File: src/core/smv_cfg.svh
`ifndef SMV_CFG_SVH
`define SMV_CFG_SVH

// channel positions of the upper sources
`define SMV_CH_EXT0 14
`define SMV_CH_EXT3 17
`define SMV_CH_ADC0 18
`define SMV_CH_I2C1 19
`define SMV_CH_BOD 20
`define SMV_CH_ADC1 21
`define SMV_CH_USB 22
`define SMV_NCH_LOW 14
`define SMV_NCH 32
// number of vectored priority slots
`define SMV_NSLOT 4
// larger variant carries channels 21 and 22
`define SMV_LARGE_VARIANT 1'b1
// reset values
`define SMV_RST_VECT 32'h0000_0000
`define SMV_RST_RAW 32'h0000_0000

`endif

File: src/core/smv_pkg.sv
package smv_pkg;
  // priority hardware: idle or servicing one fetched vector
  typedef enum logic [0:0] {
    SMV_IDLE,
    SMV_IN_SERVICE
  } smv_svc_t;
  typedef logic [4:0] smv_chan_t;
  typedef logic [31:0] smv_word_t;
endpackage

File: src/core/smv_top.sv
`timescale 1ns/1ps
`include "smv_cfg.svh"
// Functional notes
// - External lines 0 to 3 sit on channels 14 to 17, mask bit weight two to the channel.
// - Converter 0 end of conversion is channel 18, serial 1 state change 19, brown-out 20.
// - Converter 1 is channel 21 and USB is channel 22, present only on the larger variant.
// - USB controller requests and its DMA request are merged onto the one channel 22 line.
// - A vector read with no qualifying pending request returns the default vector register.
// - Request raised, core latches it, pipeline runs on, and only then is the vector read.
// - A request left unacknowledged stays pending and is presented again later.
// - A vector read returns the best enabled asserted slot address ranked above any slot in service, else the default.
// - A vector write releases the priority hardware and leaves the vector read value unchanged.
module smv_top (
  input wire logic sys_clk,
  input wire logic rst,
  input wire logic [`SMV_NCH_LOW-1:0] lower_irq,
  input wire logic external_irq_line_0,
  input wire logic external_irq_line_1,
  input wire logic external_irq_line_2,
  input wire logic external_irq_line_3,
  input wire logic adc0_eoc,
  input wire logic i2c1_state_chg,
  input wire logic brownout_detector,
  input wire logic adc1_eoc,
  input wire logic usb_irq,
  input wire logic usb_dma_irq,
  input wire smv_pkg::smv_word_t irq_enable,
  input wire smv_pkg::smv_word_t default_vector_register,
  input wire logic [`SMV_NSLOT-1:0] slot_en,
  input wire smv_pkg::smv_chan_t [`SMV_NSLOT-1:0] slot_chan,
  input wire smv_pkg::smv_word_t [`SMV_NSLOT-1:0] slot_addr,
  input wire logic vector_address_read,
  input wire logic vect_wr,
  output logic irq_q,
  output smv_pkg::smv_word_t vect_addr_q,
  output logic vect_valid_q,
  output smv_pkg::smv_word_t raw_q
);
  import smv_pkg::*;

  // lowest-numbered slot whose channel is enabled and asserted, below limit
  function automatic logic [2:0] pick_slot(input smv_word_t pend,
                                           input logic [`SMV_NSLOT-1:0] en,
                                           input smv_chan_t [`SMV_NSLOT-1:0] ch,
                                           input logic [2:0] limit);
    logic [2:0] sel;
    sel = 3'(`SMV_NSLOT);
    for (int i = `SMV_NSLOT - 1; i >= 0; i--) begin
      if (en[i] && pend[ch[i]] && (3'(i) < limit)) begin
        sel = 3'(i);
      end
    end
    return sel;
  endfunction

  smv_word_t raw_d;
  smv_word_t pend;
  smv_word_t vect_addr_d;
  logic irq_d;
  logic vect_valid_d;
  logic [2:0] limit;
  logic [2:0] sel;
  logic [2:0] svc_slot_d;
  logic [2:0] svc_slot_q;
  smv_svc_t svc_d;
  smv_svc_t svc_q;
  logic big;

  assign big = `SMV_LARGE_VARIANT;

  // source map, pending view, slot choice and next state
  always_comb begin
    raw_d = '0;
    raw_d[`SMV_NCH_LOW-1:0] = lower_irq;
    raw_d[`SMV_CH_EXT3:`SMV_CH_EXT0] = {external_irq_line_3, external_irq_line_2,
                                        external_irq_line_1, external_irq_line_0};
    raw_d[`SMV_CH_ADC0] = adc0_eoc;
    raw_d[`SMV_CH_I2C1] = i2c1_state_chg;
    raw_d[`SMV_CH_BOD] = brownout_detector;
    raw_d[`SMV_CH_ADC1] = big & adc1_eoc;
    raw_d[`SMV_CH_USB] = big & (usb_irq | usb_dma_irq);
    // level sources stay pending until cleared at the source
    pend = raw_q & irq_enable;
    limit = (svc_q == SMV_IN_SERVICE) ? svc_slot_q : 3'(`SMV_NSLOT);
    sel = pick_slot(pend, slot_en, slot_chan, limit);
    svc_d = svc_q;
    svc_slot_d = svc_slot_q;
    vect_addr_d = vect_addr_q;
    vect_valid_d = 1'b0;
    // while servicing, only higher slots may raise a new request
    if (svc_q == SMV_IN_SERVICE) begin
      irq_d = (sel != 3'(`SMV_NSLOT));
    end else begin
      irq_d = |pend;
    end
    case (svc_q)
      SMV_IDLE: begin
        if (vector_address_read) begin
          svc_d = SMV_IN_SERVICE;
          svc_slot_d = sel;
        end
      end
      SMV_IN_SERVICE: begin
        // write only releases the priority hardware
        if (vect_wr) begin
          svc_d = SMV_IDLE;
          svc_slot_d = 3'(`SMV_NSLOT);
        end else if (vector_address_read && sel != 3'(`SMV_NSLOT)) begin
          svc_slot_d = sel;
        end
      end
      default: svc_d = SMV_IDLE;
    endcase
    // fetch answered the cycle after the read
    if (vector_address_read) begin
      vect_valid_d = 1'b1;
      if (sel != 3'(`SMV_NSLOT)) begin
        vect_addr_d = slot_addr[sel[1:0]];
      end else begin
        vect_addr_d = default_vector_register;
      end
    end
  end

  // state registers
  always_ff @(posedge sys_clk or posedge rst) begin
    if (rst) begin
      raw_q <= `SMV_RST_RAW;
      irq_q <= 1'b0;
      vect_addr_q <= `SMV_RST_VECT;
      vect_valid_q <= 1'b0;
      svc_q <= SMV_IDLE;
      svc_slot_q <= 3'(`SMV_NSLOT);
    end else begin
      raw_q <= raw_d;
      irq_q <= irq_d;
      vect_addr_q <= vect_addr_d;
      vect_valid_q <= vect_valid_d;
      svc_q <= svc_d;
      svc_slot_q <= svc_slot_d;
    end
  end

  // helper: request raised since the priority hardware was last released
  logic seen_d;
  logic seen_q;
  always_comb begin
    seen_d = seen_q;
    if (vect_wr) begin
      seen_d = 1'b0;
    end
    // a request in the release cycle wins
    if (irq_q) begin
      seen_d = 1'b1;
    end
  end

  // helper register
  always_ff @(posedge sys_clk or posedge rst) begin
    if (rst) begin
      seen_q <= 1'b0;
    end else begin
      seen_q <= seen_d;
    end
  end

  // checks
  AST_EXT_MAP: assert property (@(posedge sys_clk) disable iff (rst)
    1 |=> raw_q[17:14] == $past({external_irq_line_3, external_irq_line_2,
                                 external_irq_line_1, external_irq_line_0}))
    else $error("external lines not on channels 14 to 17");
  AST_MID_MAP: assert property (@(posedge sys_clk) disable iff (rst)
    1 |=> raw_q[20:18] == $past({brownout_detector, i2c1_state_chg, adc0_eoc}))
    else $error("channels 18 to 20 misplaced");
  AST_BIG_MAP: assert property (@(posedge sys_clk) disable iff (rst)
    adc1_eoc |=> raw_q[21] == big)
    else $error("converter 1 not on channel 21");
  AST_USB_MERGE: assert property (@(posedge sys_clk) disable iff (rst)
    (usb_irq ^ usb_dma_irq) |=> raw_q[22] == big && raw_q[31:23] == 9'h000)
    else $error("usb request not merged on channel 22");
  AST_DEFAULT: assert property (@(posedge sys_clk) disable iff (rst)
    vector_address_read && sel == 3'(`SMV_NSLOT)
    |=> vect_valid_q && vect_addr_q == $past(default_vector_register))
    else $error("spurious fetch did not return default vector");
  AST_READ_ORDER: assert property (@(posedge sys_clk) disable iff (rst)
    vect_valid_q == $past(vector_address_read))
    else $error("vector delivery not tied to a read");
  AST_REQ_FIRST: assert property (@(posedge sys_clk) disable iff (rst)
    svc_q == SMV_IDLE && vector_address_read |-> seen_q)
    else $error("vector read before any request");
  AST_PENDING_KEEP: assert property (@(posedge sys_clk) disable iff (rst)
    svc_q == SMV_IDLE && |(raw_q & irq_enable) |=> irq_q)
    else $error("pending request not presented");
  AST_SLOT_ADDR: assert property (@(posedge sys_clk) disable iff (rst)
    vector_address_read && sel != 3'(`SMV_NSLOT)
    |=> vect_addr_q == $past(slot_addr[sel[1:0]]))
    else $error("vector read returned wrong slot address");
  AST_SVC_SLOT: assert property (@(posedge sys_clk) disable iff (rst)
    svc_q == SMV_IDLE && vector_address_read
    |=> svc_q == SMV_IN_SERVICE && svc_slot_q == $past(sel))
    else $error("priority hardware did not record fetched slot");
  AST_TOP_SLOT_HOLD: assert property (@(posedge sys_clk) disable iff (rst)
    svc_q == SMV_IN_SERVICE && svc_slot_q == 3'h0 |=> !irq_q)
    else $error("request raised while top slot in service");
  AST_WRITE_NOCHG: assert property (@(posedge sys_clk) disable iff (rst)
    vect_wr && !vector_address_read |=> $stable(vect_addr_q))
    else $error("vector write changed read value");
  AST_WR_RELEASE: assert property (@(posedge sys_clk) disable iff (rst)
    svc_q == SMV_IN_SERVICE && vect_wr |=> svc_q == SMV_IDLE)
    else $error("vector write did not release priority hardware");

  // scenario covers
  COV_SPURIOUS: cover property (@(posedge sys_clk) disable iff (rst)
    irq_q ##[1:8] (vector_address_read && sel == 3'(`SMV_NSLOT)));
  COV_SLOT: cover property (@(posedge sys_clk) disable iff (rst)
    vector_address_read && sel == 3'h0);
  COV_RELEASE: cover property (@(posedge sys_clk) disable iff (rst)
    svc_q == SMV_IN_SERVICE ##1 vect_wr ##2 irq_q);
endmodule

File: config.mk
export PLATFORM = sky130hd
export DESIGN_NAME = smv_top
export DESIGN_NICKNAME = d
export VERILOG_FILES = /design/src/core/smv_pkg.sv /design/src/core/smv_top.sv
export VERILOG_INCLUDE_DIRS = /design/src /design/src/core
export SDC_FILE = /design/constraint.sdc
export NUM_CORES = 1
export LEC_CHECK = 0
export ABC_AREA = 1
export BUFFER_PORTS_ARGS = -buffer_cell sky130_fd_sc_hd__buf_2
export CAP_MARGIN = 20
export CORE_AREA = 5 5 119 121
export DETAILED_ROUTE_END_ITERATION = 12
export DIE_AREA = 0 0 124 126
export GPL_TIMING_DRIVEN = 0
export HOLD_SLACK_MARGIN = 0.15
export MAX_ROUTING_LAYER = met4
export PLACE_DENSITY = 0.78
export SKIP_CTS_REPAIR_TIMING = 1
export SLEW_MARGIN = 5
export SYNTH_ARGS = -nofsm -noshare
export SYNTH_HDL_FRONTEND = slang
export SYNTH_SLANG_ARGS = --single-unit
File: constraint.sdc
create_clock -name sys_clk -period 3.5 [get_ports sys_clk]
set_clock_uncertainty 0.05 [all_clocks]
set_input_delay 0.175 -clock sys_clk [delete_from_list [all_inputs] [get_ports sys_clk]]
set_output_delay 0.175 -clock sys_clk [all_outputs]
set_load 0.02 [all_outputs]
Yosys cells after proc, flatten, opt, wreduce, memory -nomap -nowiden
Cells that the tools add are included.
{"block": "op_classes", "eq_ne": 3, "n_mux": 24, "n_reduce_logical": 11, "n_bitwise": 3, "n_lt_le_gt_ge": 9}
{"operator": "binary-select mux 32 bit (select 2 bit)", "n": 1}
{"operator": "2-to-1 mux 32 bit", "n": 2}
{"operator": "bitwise AND 23 x 32 -> 32 bit", "n": 1}
{"operator": "OR reduction 32 bit", "n": 1}
{"operator": "< comparator 5 x 6 -> 1 bit (second input constant)", "n": 4}
{"operator": "2-to-1 mux 3 bit", "n": 8}
{"operator": "binary-select mux 1 bit (select 5 bit)", "n": 4}
{"operator": "logical AND 1 bit", "n": 9}
{"operator": "2-to-1 mux 1 bit", "n": 7}
{"operator": "< comparator 1 x 3 -> 1 bit (first input constant)", "n": 2}
{"operator": "< comparator 2 x 3 -> 1 bit (first input constant)", "n": 2}
{"operator": "case mux 3 bit (2 select lines)", "n": 1}
{"operator": "< comparator 2 x 3 -> 1 bit (second input constant)", "n": 1}
{"operator": "!= test 3 x 2 -> 1 bit (second input constant)", "n": 1}
{"operator": "!= test 3 bit (second input constant)", "n": 1}
{"operator": "!= test 2 bit (second input constant)", "n": 1}
{"operator": "case mux 1 bit (2 select lines)", "n": 1}
{"operator": "AND reduction 2 bit", "n": 1}
{"operator": "NOT 1 bit", "n": 1}
{"operator": "OR 1 bit", "n": 1}
{"block": "totals", "in_bits": 244, "reg_bits": 61, "wordCells": 56, "output_inout_bits": 66}

Longest topological paths before layout
Gate-level depths: netlist (run 1).
{"block": "logic_depth", "word_depth": 14, "mapped_depth": 20, "depth_no_buf": 18}

Worst setup path before layout (run 1)
OpenSTA, ideal clock, no wires.
{"block": "synth_timing", "path_kind": "reg2reg", "from": "register raw_q[20]", "to": "register vect_addr_q[7]", "slack_ns": 1.505, "n_path_buf": 2, "stages_incl_launch_ff": 18, "period_less_slack_ns": 1.995, "arrival_ns": 1.829, "setup_time_ns": 0.117, "t_required_ns": 3.333, "cell_sequence": "dfrtp_1 > nand2_1 > nand2_1 > nand3_1 > a21oi_1 > nand2_1 > a21oi_2 > nand2_2 > nand2_2 > nand2_2 > nand2_2 > buf_6 > buf_12 > nand2_4 > nand3_2 > nand3_1 > nand2_1 > nand2_1"}
{"block": "synth_between", "elab_chain_len": 12, "elab_cells_between_ends": 25, "cone_classes": "1 x eq/ne; 15 x mux; 1 x bitwise; 8 x reduce/logical"}
{"element": "start: declaration", "line": "smv_top.sv:37", "rtl": "output smv_pkg::smv_word_t raw_q"}
{"element": "start signal: assignment", "line": "smv_top.sv:128", "rtl": "raw_q <= `SMV_RST_RAW;"}
{"element": "start signal: assignment", "line": "smv_top.sv:135", "rtl": "raw_q <= raw_d;"}
{"element": "bitwise AND 23 x 32 -> 32 bit (*)", "line": "smv_top.sv:83", "rtl": "pend = raw_q & irq_enable;"}
{"element": "binary-select mux 1 bit (select 5 bit)", "line": "smv_top.sv:49", "rtl": "if (en[i] && pend[ch[i]] && (3'(i) < limit)) begin"}
{"element": "2-to-1 mux 1 bit (not written as such)", "line": "smv_top.sv:49"}
{"element": "logical AND 1 bit (2 in series)", "line": "smv_top.sv:49"}
{"element": "2-to-1 mux 3 bit (3 in series)", "line": "smv_top.sv:49"}
{"element": "2-to-1 mux 3 bit (*)", "line": "smv_top.sv:49"}
{"element": "binary-select mux 32 bit (select 2 bit)", "line": "smv_top.sv:118", "rtl": "vect_addr_d = slot_addr[sel[1:0]];"}
{"element": "2-to-1 mux 32 bit (not written as such)", "line": "smv_top.sv:118"}
{"element": "2-to-1 mux 32 bit (*)", "line": "smv_top.sv:117", "rtl": "if (sel != 3'(`SMV_NSLOT)) begin"}
{"element": "end signal: assignment", "line": "smv_top.sv:130", "rtl": "vect_addr_q <= `SMV_RST_VECT;"}
{"element": "end signal: assignment", "line": "smv_top.sv:137", "rtl": "vect_addr_q <= vect_addr_d;"}
{"element": "end: declaration", "line": "smv_top.sv:35", "rtl": "output smv_pkg::smv_word_t vect_addr_q,"}
Every way passes the cells marked *; elsewhere a longest branch is shown, timed or not. The select of a mux whose other input is x is not followed.
A chain may end at the register's enable or synchronous reset.

Worst setup path after layout (run 1)
{"block": "layout_timing", "from": "register raw_q[19]", "to": "register vect_addr_q[22]"}
Same word-level chain as after synthesis.

==> results.json, run 1 <==
{
  "status": "completed",
  "htree_num_levels": 3,
  "syn_area_mm2": 0.00547,
  "finalSetupViolations": 0,
  "whs_ns": 0.106,
  "finalCriticalPeriod_ns": 2.43,
  "start_util": 0.422,
  "grt_max_degree": 62,
  "drc": 0,
  "rows": 42,
  "grt_pass1_wl_um": 33000,
  "power_mw": 3.08,
  "grt.overflow.total": 0,
  "portBuffers": 288,
  "cts_made_buffers": 9,
  "ys.warnings.count": 0,
  "core_area_mm2": 0.0130,
  "grt_pass1_vias": 6722,
  "hpwl_um": 17200,
  "p_sw_mw": 1.26,
  "firstDrtPassIters": 5,
  "end_kind": "flop",
  "hold_violations": 0,
  "dp.cells": 1371,
  "insertion_delay_ns": 0.33,
  "critPathMaxFanout": 10,
  "grt_util_all_layers": 0.277,
  "synthCells": 899,
  "synth-seq-cells": 61,
  "clk_pin_slew_ns": 0.06,
  "instances_no_fill": 1421,
  "p_seq_frac": 0.288,
  "path_class": "reg -> reg",
  "comb_power_share": 0.445,
  "swShare": 0.408,
  "p_leak_nw": 4.73,
  "n_antenna_cell": 0,
  "ir_worst_vdd_uv": 228,
  "cts_buffer_depth": 2,
  "cts_tree": "done",
  "worstPathRequired_ns": 3.71,
  "finalCritPeriodShare": 0.695,
  "antenna_found_initial": 0,
  "power_density_mw_per_mm2": 396,
  "final_util": 0.600,
  "clock_sinks": 61,
  "min_path_type": "in -> reg",
  "via_per_inst": 4.91,
  "wire_per_inst_um": 15.6,
  "slew_headroom": 0.471,
  "fp.dieH_um": 126,
  "drive_gt1_frac": 0.325,
  "antenna_left": 0,
  "die-area_mm2": 0.0156,
  "p_int_mw": 1.82,
  "synth.avg_cell_area_um2": 6.09,
  "yosys-top-cells-area": "dfrtp_1, nand3_1, nand2_1",
  "maxSlewViolCount": 0,
  "worstMarginPinSlew_ns": 0.793,
  "dr.first_iter.drc_count": 466,
  "synth.yosys.seq_area_share": 0.279,
  "gp_congestion": 0.946,
  "synthToLayoutAreaGrowth_pct": 42.2,
  "worstPathArrival_ns": 2.65,
  "clockRootBuffer": "clkbuf_16",
  "r2r_setup_slack_ns": 1.07,
  "ys_types": 34,
  "max_freq_ghz": 0.411,
  "clkPwrFrac": 0.267,
  "nets": 1485,
  "synth_top_area_share": 0.274,
  "startpoint_type": "flop",
  "fin_setup_tns_ns": 0,
  "maxCapViolations": 0,
  "synth_area_leader_cell": "dfrtp_1",
  "rsz0062_at_grt": "false",
  "wl_um": 22200,
  "vias": 6984,
  "dieWidth_um": 124,
  "ioPinCount": 310
}
[kinds of logic after synthesis]
| logic type | synth area share |
|---|---|
| compound gates | 0.0592 |
| buf+inv | 0.190 |
| flops | 0.279 |
| other cells | 0.000685 |
| simple gates | 0.471 |
[path summary, 6_finish.rpt]
path	start	end	depth (start not counted)
max reg2reg	raw_q[19]	vect_addr_q[22]	15
min reg2reg	vect_addr_q[29]	vect_addr_q[29]	2
min	default_vector_register[25]	vect_addr_q[25]	5
max	raw_q[19]	vect_addr_q[22]	15
max in group asynchronous	rst	raw_q[13]	3
min in group asynchronous	rst	raw_q[11]	3
[area by class of cell]
| type | count | area, um2 |
|---|---|---|
| fill | 1333 | 5200 |
| multi-input combinational | 617 | 2940 |
| timing repair buffer | 323 | 1790 |
| sequential | 61 | 1530 |
| inverter | 174 | 661 |
| buffer | 55 | 380 |
| clock buffer | 10 | 239 |
| tap | 176 | 220 |
| clock inverter | 5 | 27.5 |
[metal layers]
layer / up-vias / wire [um] / global-route usage
li1: 3456 / - / -
met1: 3095 / 8710 / 0.333
met2: 383 / 11000 / 0.465
met3: 50 / 1930 / 0.0493
met4: 0 / 608 / 0.0941
met5: - / 0 / -
[placed cells by master (no fill, tap or decap), types with 5 or more instances in the layout]
cell             n
a21oi_1         25
buf_2          309
buf_4           15
buf_6           10
clkbuf_1         7
clkbuf_16        9
conb_1           9
dfrtp_1         60
dlygate4sd3_1   35
inv_1          160
inv_2           11
nand2_1        236
nand2_2          8
nand2_4         10
nand3_1        200
nand3_2         11
nor2_1          75
o211ai_1        11
o21ai_0          6
o21ai_1          5
[synthesized netlist by cell type, drive strengths merged]
cell type / instances
a21oi: 26
a32oi: 1
conb: 1
o22ai: 1
dfrtp: 60
clkbuf: 7
nand2: 254
nand4: 5
dfstp: 1
nor4: 3
o21ai: 11
inv: 174
o211ai: 14
buf: 48
nand3: 212
nand3b: 1
nor2: 79
or2: 1
[metrics by stage]
step,cell area [um2],worst slack (ns)
2_1_floorplan,5500,1.50
3_3_place_gp,7160,0.830
3_5_place_dp,7170,1.08
4_1_cts,7430,1.05
5_1_grt,7780,0.814
6_report,7780,1.07
[sequential cells by signal (all words and copies together), names as in the netlist]
register      count
irq_q             1
vect_valid_q      1
svc_q             1
vect_addr_q      32
svc_slot_q        3
raw_q            23
[power groups by stage]
stage	sequential, mW	clock [mW]	combinational, mW
6_report	0.887	0.824	1.37
3_3_place_gp	0.895	0	1.32
3_5_place_dp	0.894	0	1.33
5_1_grt	0.900	0.876	1.51
2_1_floorplan	1.02	0	0.738
4_1_cts	0.886	0.846	1.34
[worst max-delay path, stage by stage (launching register included)]
cell and delay, ns:
dfrtp_1 0.41, nand2_1 0.13, inv_1 0.12, nor2_1 0.05
a21oi_1 0.17, nand2_1 0.08, nand2_1 0.06, nand2_1 0.05
a21oi_1 0.15, nand2_2 0.13, nand3_4 0.13, clkbuf_1 0.40
nand3_1 0.17, nand3_1 0.15, nand2_1 0.06, nand2_1 0.06
Note: power is estimated with default switching activity, not from simulation.
==> run 2, diff against run 1 <==
==> constraint.sdc (replaced) <==
create_clock -name sys_clk -period 2.4 [get_ports sys_clk]
set_clock_uncertainty 0.05 [all_clocks]
set_input_delay 0.12 -clock sys_clk [delete_from_list [all_inputs] [get_ports sys_clk]]
set_output_delay 0.12 -clock sys_clk [all_outputs]
set_load 0.02 [all_outputs]
==> run 2 against run 1 <==
Net effect: sequential cell count is the same; routed wire length grew 3.0%; sequential share of layout area shrank 0.95 points; first-iteration DRC count grew 5.2%; global-route usage is the same; non-clock buffer count grew 27; final cell count grew 1.9%; maximum frequency grew 8.7%; largest cell class unchanged; highest routed layer unchanged.
==> results.json, run 2 (synthesized netlist as in run 1, its figures left out) <==
{
  "end_kind": "flop",
  "dp.cells": 1371,
  "antenna_left": 0,
  "drive_gt1_frac": 0.338,
  "place_area_mm2": 0.00717,
  "maxCapViolations": 0,
  "critPathMaxFanout": 10,
  "antenna_found_initial": 0,
  "core_area_mm2": 0.0130,
  "largest_reg_flops": 32,
  "rows": 42,
  "portBuffers": 288,
  "wire_per_inst_um": 15.8,
  "via_per_inst": 4.98,
  "firstDrtPassIters": 5,
  "n_antenna_cell": 0,
  "fin_setup_tns_ns": 0,
  "htree_num_levels": 3,
  "drc": 0,
  "cts_made_buffers": 9,
  "status": "completed",
  "hold_violations": 0,
  "clockRootBuffer": "clkbuf_16",
  "grt_max_degree": 62,
  "cts_tree": "done",
  "startpoint": "raw_q[19]",
  "grt.overflow.total": 0,
  "cts_buffer_depth": 2,
  "power_density_mw_per_mm2": 563,
  "reg2reg_to": "vect_addr_q[11]",
  "min_path_type": "in -> reg",
  "dr.first_iter.drc_count": 490,
  "worstMarginPinSlew_ns": 0.790,
  "insertion_delay_ns": 0.33,
  "reg.largest.list": "vect_addr_q (32), raw_q (23), svc_slot_q (3)",
  "max_freq_ghz": 0.446,
  "gp_congestion": 0.946,
  "crit_end": "vect_addr_q[11]",
  "clk_pin_slew_ns": 0.06,
  "rsz0062_at_grt": "true",
  "die-area_mm2": 0.0156,
  "fp.dieH_um": 126,
  "worstPathArrival_ns": 2.42,
  "rr_startpoint": "raw_q[19]",
  "path_class": "reg -> reg",
  "whs_path_depth": 7,
  "whs_ns": 0.134,
  "slew_headroom": 0.473,
  "clock_sinks": 61,
  "final_common_cell": "buf_2",
  "start_util": 0.422,
  "worstPathRequired_ns": 2.58,
  "hpwl_um": 17200,
  "mostFrequentLayoutCells": "buf_2, nand2_1, nand3_1",
  "regMostFlops": "vect_addr_q",
  "startpoint_type": "flop",
  "instances_no_fill": 1448,
  "synthToLayoutAreaGrowth_pct": 49.6,
  "grt_pass1_vias": 6722,
  "dieWidth_um": 124,
  "maxSlewViolCount": 0,
  "p_leak_nw": 4.88,
  "finalCriticalPeriod_ns": 2.24,
  "worstRegToRegCells": 17,
  "vias": 7214,
  "grt_util_all_layers": 0.277,
  "ir_worst_vdd_uv": 350,
  "nets": 1512,
  "ioPinCount": 310,
  "r2r_setup_slack_ns": 0.16,
  "finalCritPeriodShare": 0.933,
  "stdcell_area_mm2": 0.00818,
  "grt_pass1_wl_um": 33000,
  "wl_um": 22900,
  "finalSetupViolations": 0
}
[run 2: cell types whose count changed in the layout (fill, tap and decap cells not counted), sizes merged]
cell,previous run,this run
clkbuf,17,21
dlygate4sd3,35,59
buf,336,335
[run 2: how the worst min path moves through the flow]
stage,start,endpoint
CTS,lower_irq[2],raw_q[2]
floorplan,lower_irq[0],raw_q[0]
detailed placement,lower_irq[2],raw_q[2]
global placement,lower_irq[10],raw_q[10]
global route,slot_addr[84],vect_addr_q[20]
finish,slot_addr[89],vect_addr_q[25]
[run 2: area by class of cell]
type,count,area (um2)
clock inverter,5,27.5
tap,176,220
fill,1293,4800
sequential,61,1530
clock buffer,10,239
buffer,55,444
timing repair buffer,350,2050
multi-input combinational,617,3010
inverter,174,661
[run 2: critical path, cell delays in order (launching register included)]
cell and delay [ns]:
dfrtp_1 0.39, nand2_1 0.12, inv_1 0.12, nor2_1 0.05, a21oi_1 0.16, nand2_1 0.07
nand2_1 0.06, nand2_1 0.06, a21oi_2 0.16, nand2_4 0.10, nand2_2 0.09, nor2_4 0.05
inv_2 0.05, buf_6 0.15, buf_4 0.19, nand3_1 0.13, nand2_1 0.07, nand2_1 0.04
[run 2: metal layers]
metal | global-route usage | up-vias | wire length [um]
li1 | - | 3516 | -
met5 | - | - | 0
met3 | 0.0493 | 65 | 1910
met2 | 0.465 | 397 | 11500
met1 | 0.333 | 3236 | 8750
met4 | 0.0941 | 0 | 691
[run 2: where the power goes]
| part | switching, mW | leakage (nW) | internal [mW] |
|---|---|---|---|
| Combinational | 1.28 | 4.03 | 0.831 |
| Sequential | 0.101 | 0.720 | 1.19 |
| Clock | 0.491 | 0.134 | 0.713 |
| Total | 1.87 | 4.88 | 2.74 |
[run 2: metrics by stage]
stage	setup slack (ns)	util	power, mW
4_1_cts	-0.0451	0.573	4.48
5_1_grt	-0.0146	0.631	4.90
2_1_floorplan	0.405	-	2.56
3_5_place_dp	-0.0199	0.552	3.25
3_3_place_gp	-0.215	0.552	3.23
6_report	0.160	0.631	4.61
==> run 3, diff against run 2 <==
--- a/config.mk
+++ b/config.mk
@@ -9,13 +9,13 @@
 export ABC_AREA = 1
 export BUFFER_PORTS_ARGS = -buffer_cell sky130_fd_sc_hd__buf_2
 export CAP_MARGIN = 20
-export CORE_AREA = 5 5 119 121
+export CORE_MARGIN = 8
+export CORE_UTILIZATION = 46
 export DETAILED_ROUTE_END_ITERATION = 12
-export DIE_AREA = 0 0 124 126
 export GPL_TIMING_DRIVEN = 0
 export HOLD_SLACK_MARGIN = 0.15
 export MAX_ROUTING_LAYER = met4
-export PLACE_DENSITY = 0.78
+export PLACE_DENSITY = 0.83
 export SKIP_CTS_REPAIR_TIMING = 1
 export SLEW_MARGIN = 5
 export SYNTH_ARGS = -nofsm -noshare
==> run 3 against run 2 <==
Net effect: largest power group unchanged; first-iteration DRC count rose by 31%; largest cell class unchanged; final cell count fell by 2.1%; routed wire length fell by 1.1%; global-route usage fell by 0.89 points; clock power rose by 11%; critical path type unchanged; non-clock buffer count fell by 3; setup slack got worse by 0.049 ns; combinational power barely moved.
==> results.json, run 3 (synthesized netlist as in run 1, its figures left out) <==
{
  "p_leak_nw": 4.86,
  "p_sw_mw": 1.89,
  "whs_ns": 0.125,
  "end_kind": "flop",
  "clockRootBuffer": "clkbuf_16",
  "dp.cells": 1342,
  "reg2reg_to": "vect_addr_q[11]",
  "ir_worst_vdd_uv": 370,
  "min-delay-start": "default_vector_register[27]",
  "dieWidth_um": 125,
  "slowest_stage": "dfrtp_1",
  "p_seq_frac": 0.274,
  "min_path_type": "in -> reg",
  "core_area_mm2": 0.0118,
  "finalCriticalPeriod_ns": 2.29,
  "r2r_setup_slack_ns": 0.11,
  "hold_end": "vect_addr_q[27]",
  "insertion_delay_ns": 0.33,
  "regMostFlops": "vect_addr_q",
  "cts_buffer_depth": 2,
  "critPathMaxFanout": 10,
  "fp.dieH_um": 125,
  "max_stage_delay_ns": 0.41,
  "ioPinCount": 310,
  "drive_gt1_frac": 0.337,
  "startpoint_type": "flop",
  "finalSetupViolations": 0,
  "clkPwrFrac": 0.283,
  "nFillCells": 1023,
  "maxCapViolations": 0,
  "fin_setup_tns_ns": 0,
  "gp_congestion": 0.982,
  "portBuffers": 288,
  "p_int_mw": 2.81,
  "path_buf_inv": 4,
  "hpwl_um": 17100,
  "dr.first_iter.drc_count": 640,
  "status": "completed",
  "nets": 1509,
  "startpoint": "raw_q[12]",
  "wire_per_inst_um": 16.0,
  "grt_util_all_layers": 0.268,
  "swShare": 0.402,
  "instances_no_fill": 1417,
  "htree_num_levels": 3,
  "path_cells": "nand2_1, inv_2, a21oi_1, o21ai_1, nand2_1, nand3_1, nand2_1, nand2_1, nand2_4, nand2_2, nor2_4, inv_2, buf_4, buf_6, nor2_4, nor2_1, nand2_1, nand2_1",
  "die-area_mm2": 0.0156,
  "largest_reg_flops": 32,
  "power_density_mw_per_mm2": 579,
  "vias": 7189,
  "whs_path_depth": 5,
  "worstPathArrival_ns": 2.46,
  "grt_pass1_wl_um": 33000,
  "mostFrequentLayoutCells": "buf_2, nand2_1, nand3_1",
  "antenna_left": 0,
  "clock_sinks": 61,
  "antenna_found_initial": 0,
  "grt.overflow.total": 0,
  "cts_made_buffers": 9,
  "comb_power_share": 0.443,
  "start_util": 0.463,
  "via_per_inst": 5.07,
  "cpLargestDelayFamily": "simple AND/OR/NAND/NOR gates",
  "slew_headroom": 0.468,
  "firstDrtPassIters": 5,
  "grt_max_degree": 62,
  "rr_startpoint": "raw_q[12]",
  "n_antenna_cell": 0,
  "path_class": "reg -> reg",
  "synthToLayoutAreaGrowth_pct": 48.4,
  "max_freq_ghz": 0.437,
  "worstPathRequired_ns": 2.57,
  "worstRegToRegCells": 18,
  "cts_tree": "done",
  "path_common_cell": "nand2_1",
  "maxSlewViolCount": 0,
  "hold_violations": 0,
  "reg.largest.list": "vect_addr_q (32), raw_q (23), svc_slot_q (3)",
  "final_common_cell": "buf_2",
  "power_mw": 4.70,
  "rows": 40,
  "final_util": 0.687,
  "grt_pass1_vias": 6569,
  "drc": 0,
  "finalCritPeriodShare": 0.954,
  "clk_pin_slew_ns": 0.06,
  "worstMarginPinSlew_ns": 0.797,
  "wl_um": 22600
}
run 3: power by group through the flow:
stage	Clock [mW]	Sequential (mW)	Combinational, mW
3_3_place_gp	0	1.30	1.92
5_1_grt	1.40	1.31	2.26
4_1_cts	1.34	1.28	1.94
6_report	1.33	1.29	2.08
3_5_place_dp	0	1.30	1.94
2_1_floorplan	0	1.48	1.08
run 3: worst max path at each step:
stage	to	slack [ns]	cells after the start
detailed placement	vect_addr_q[11]	0.01	18
floorplan	vect_addr_q[7]	0.40	17
finish	vect_addr_q[11]	0.11	18
global placement	vect_addr_q[0]	-0.16	2
CTS	vect_addr_q[11]	0.006	18
global route	vect_addr_q[29]	-0.03	19
run 3: tightest hold or removal path: stages:
cell	delay (ns)
buf_2	0.09
nor2_1	0.04
nor2_1	0.08
nand2_1	0.08
nand2_1	0.06
run 3: metrics by stage:
step                      area (um2)  setup slack, ns
final                           8120            0.111
after global routing            8120          -0.0266
after CTS                       7430          0.00642
after detailed placement        7130           0.0118
after global placement          7130           -0.157
after floorplan                 5500            0.405
run 3: final cells by class:
class                           instances  area [um2]  share of cell area
Clock buffer                            9         225              0.0277
Tap cell                              147         184              0.0227
Inverter                              174         661              0.0814
Multi-Input combinational cell        617        2990               0.369
Sequential cell                        61        1530               0.188
Timing Repair Buffer                  347        2030               0.250
Clock inverter                          7        75.1             0.00925
Buffer                                 55         424              0.0523
run 3: metal layers:
layer,track usage,wire [um]
met5,-,0
met4,0.0723,498
met3,0.0548,1780
met2,0.451,11100
met1,0.319,9280
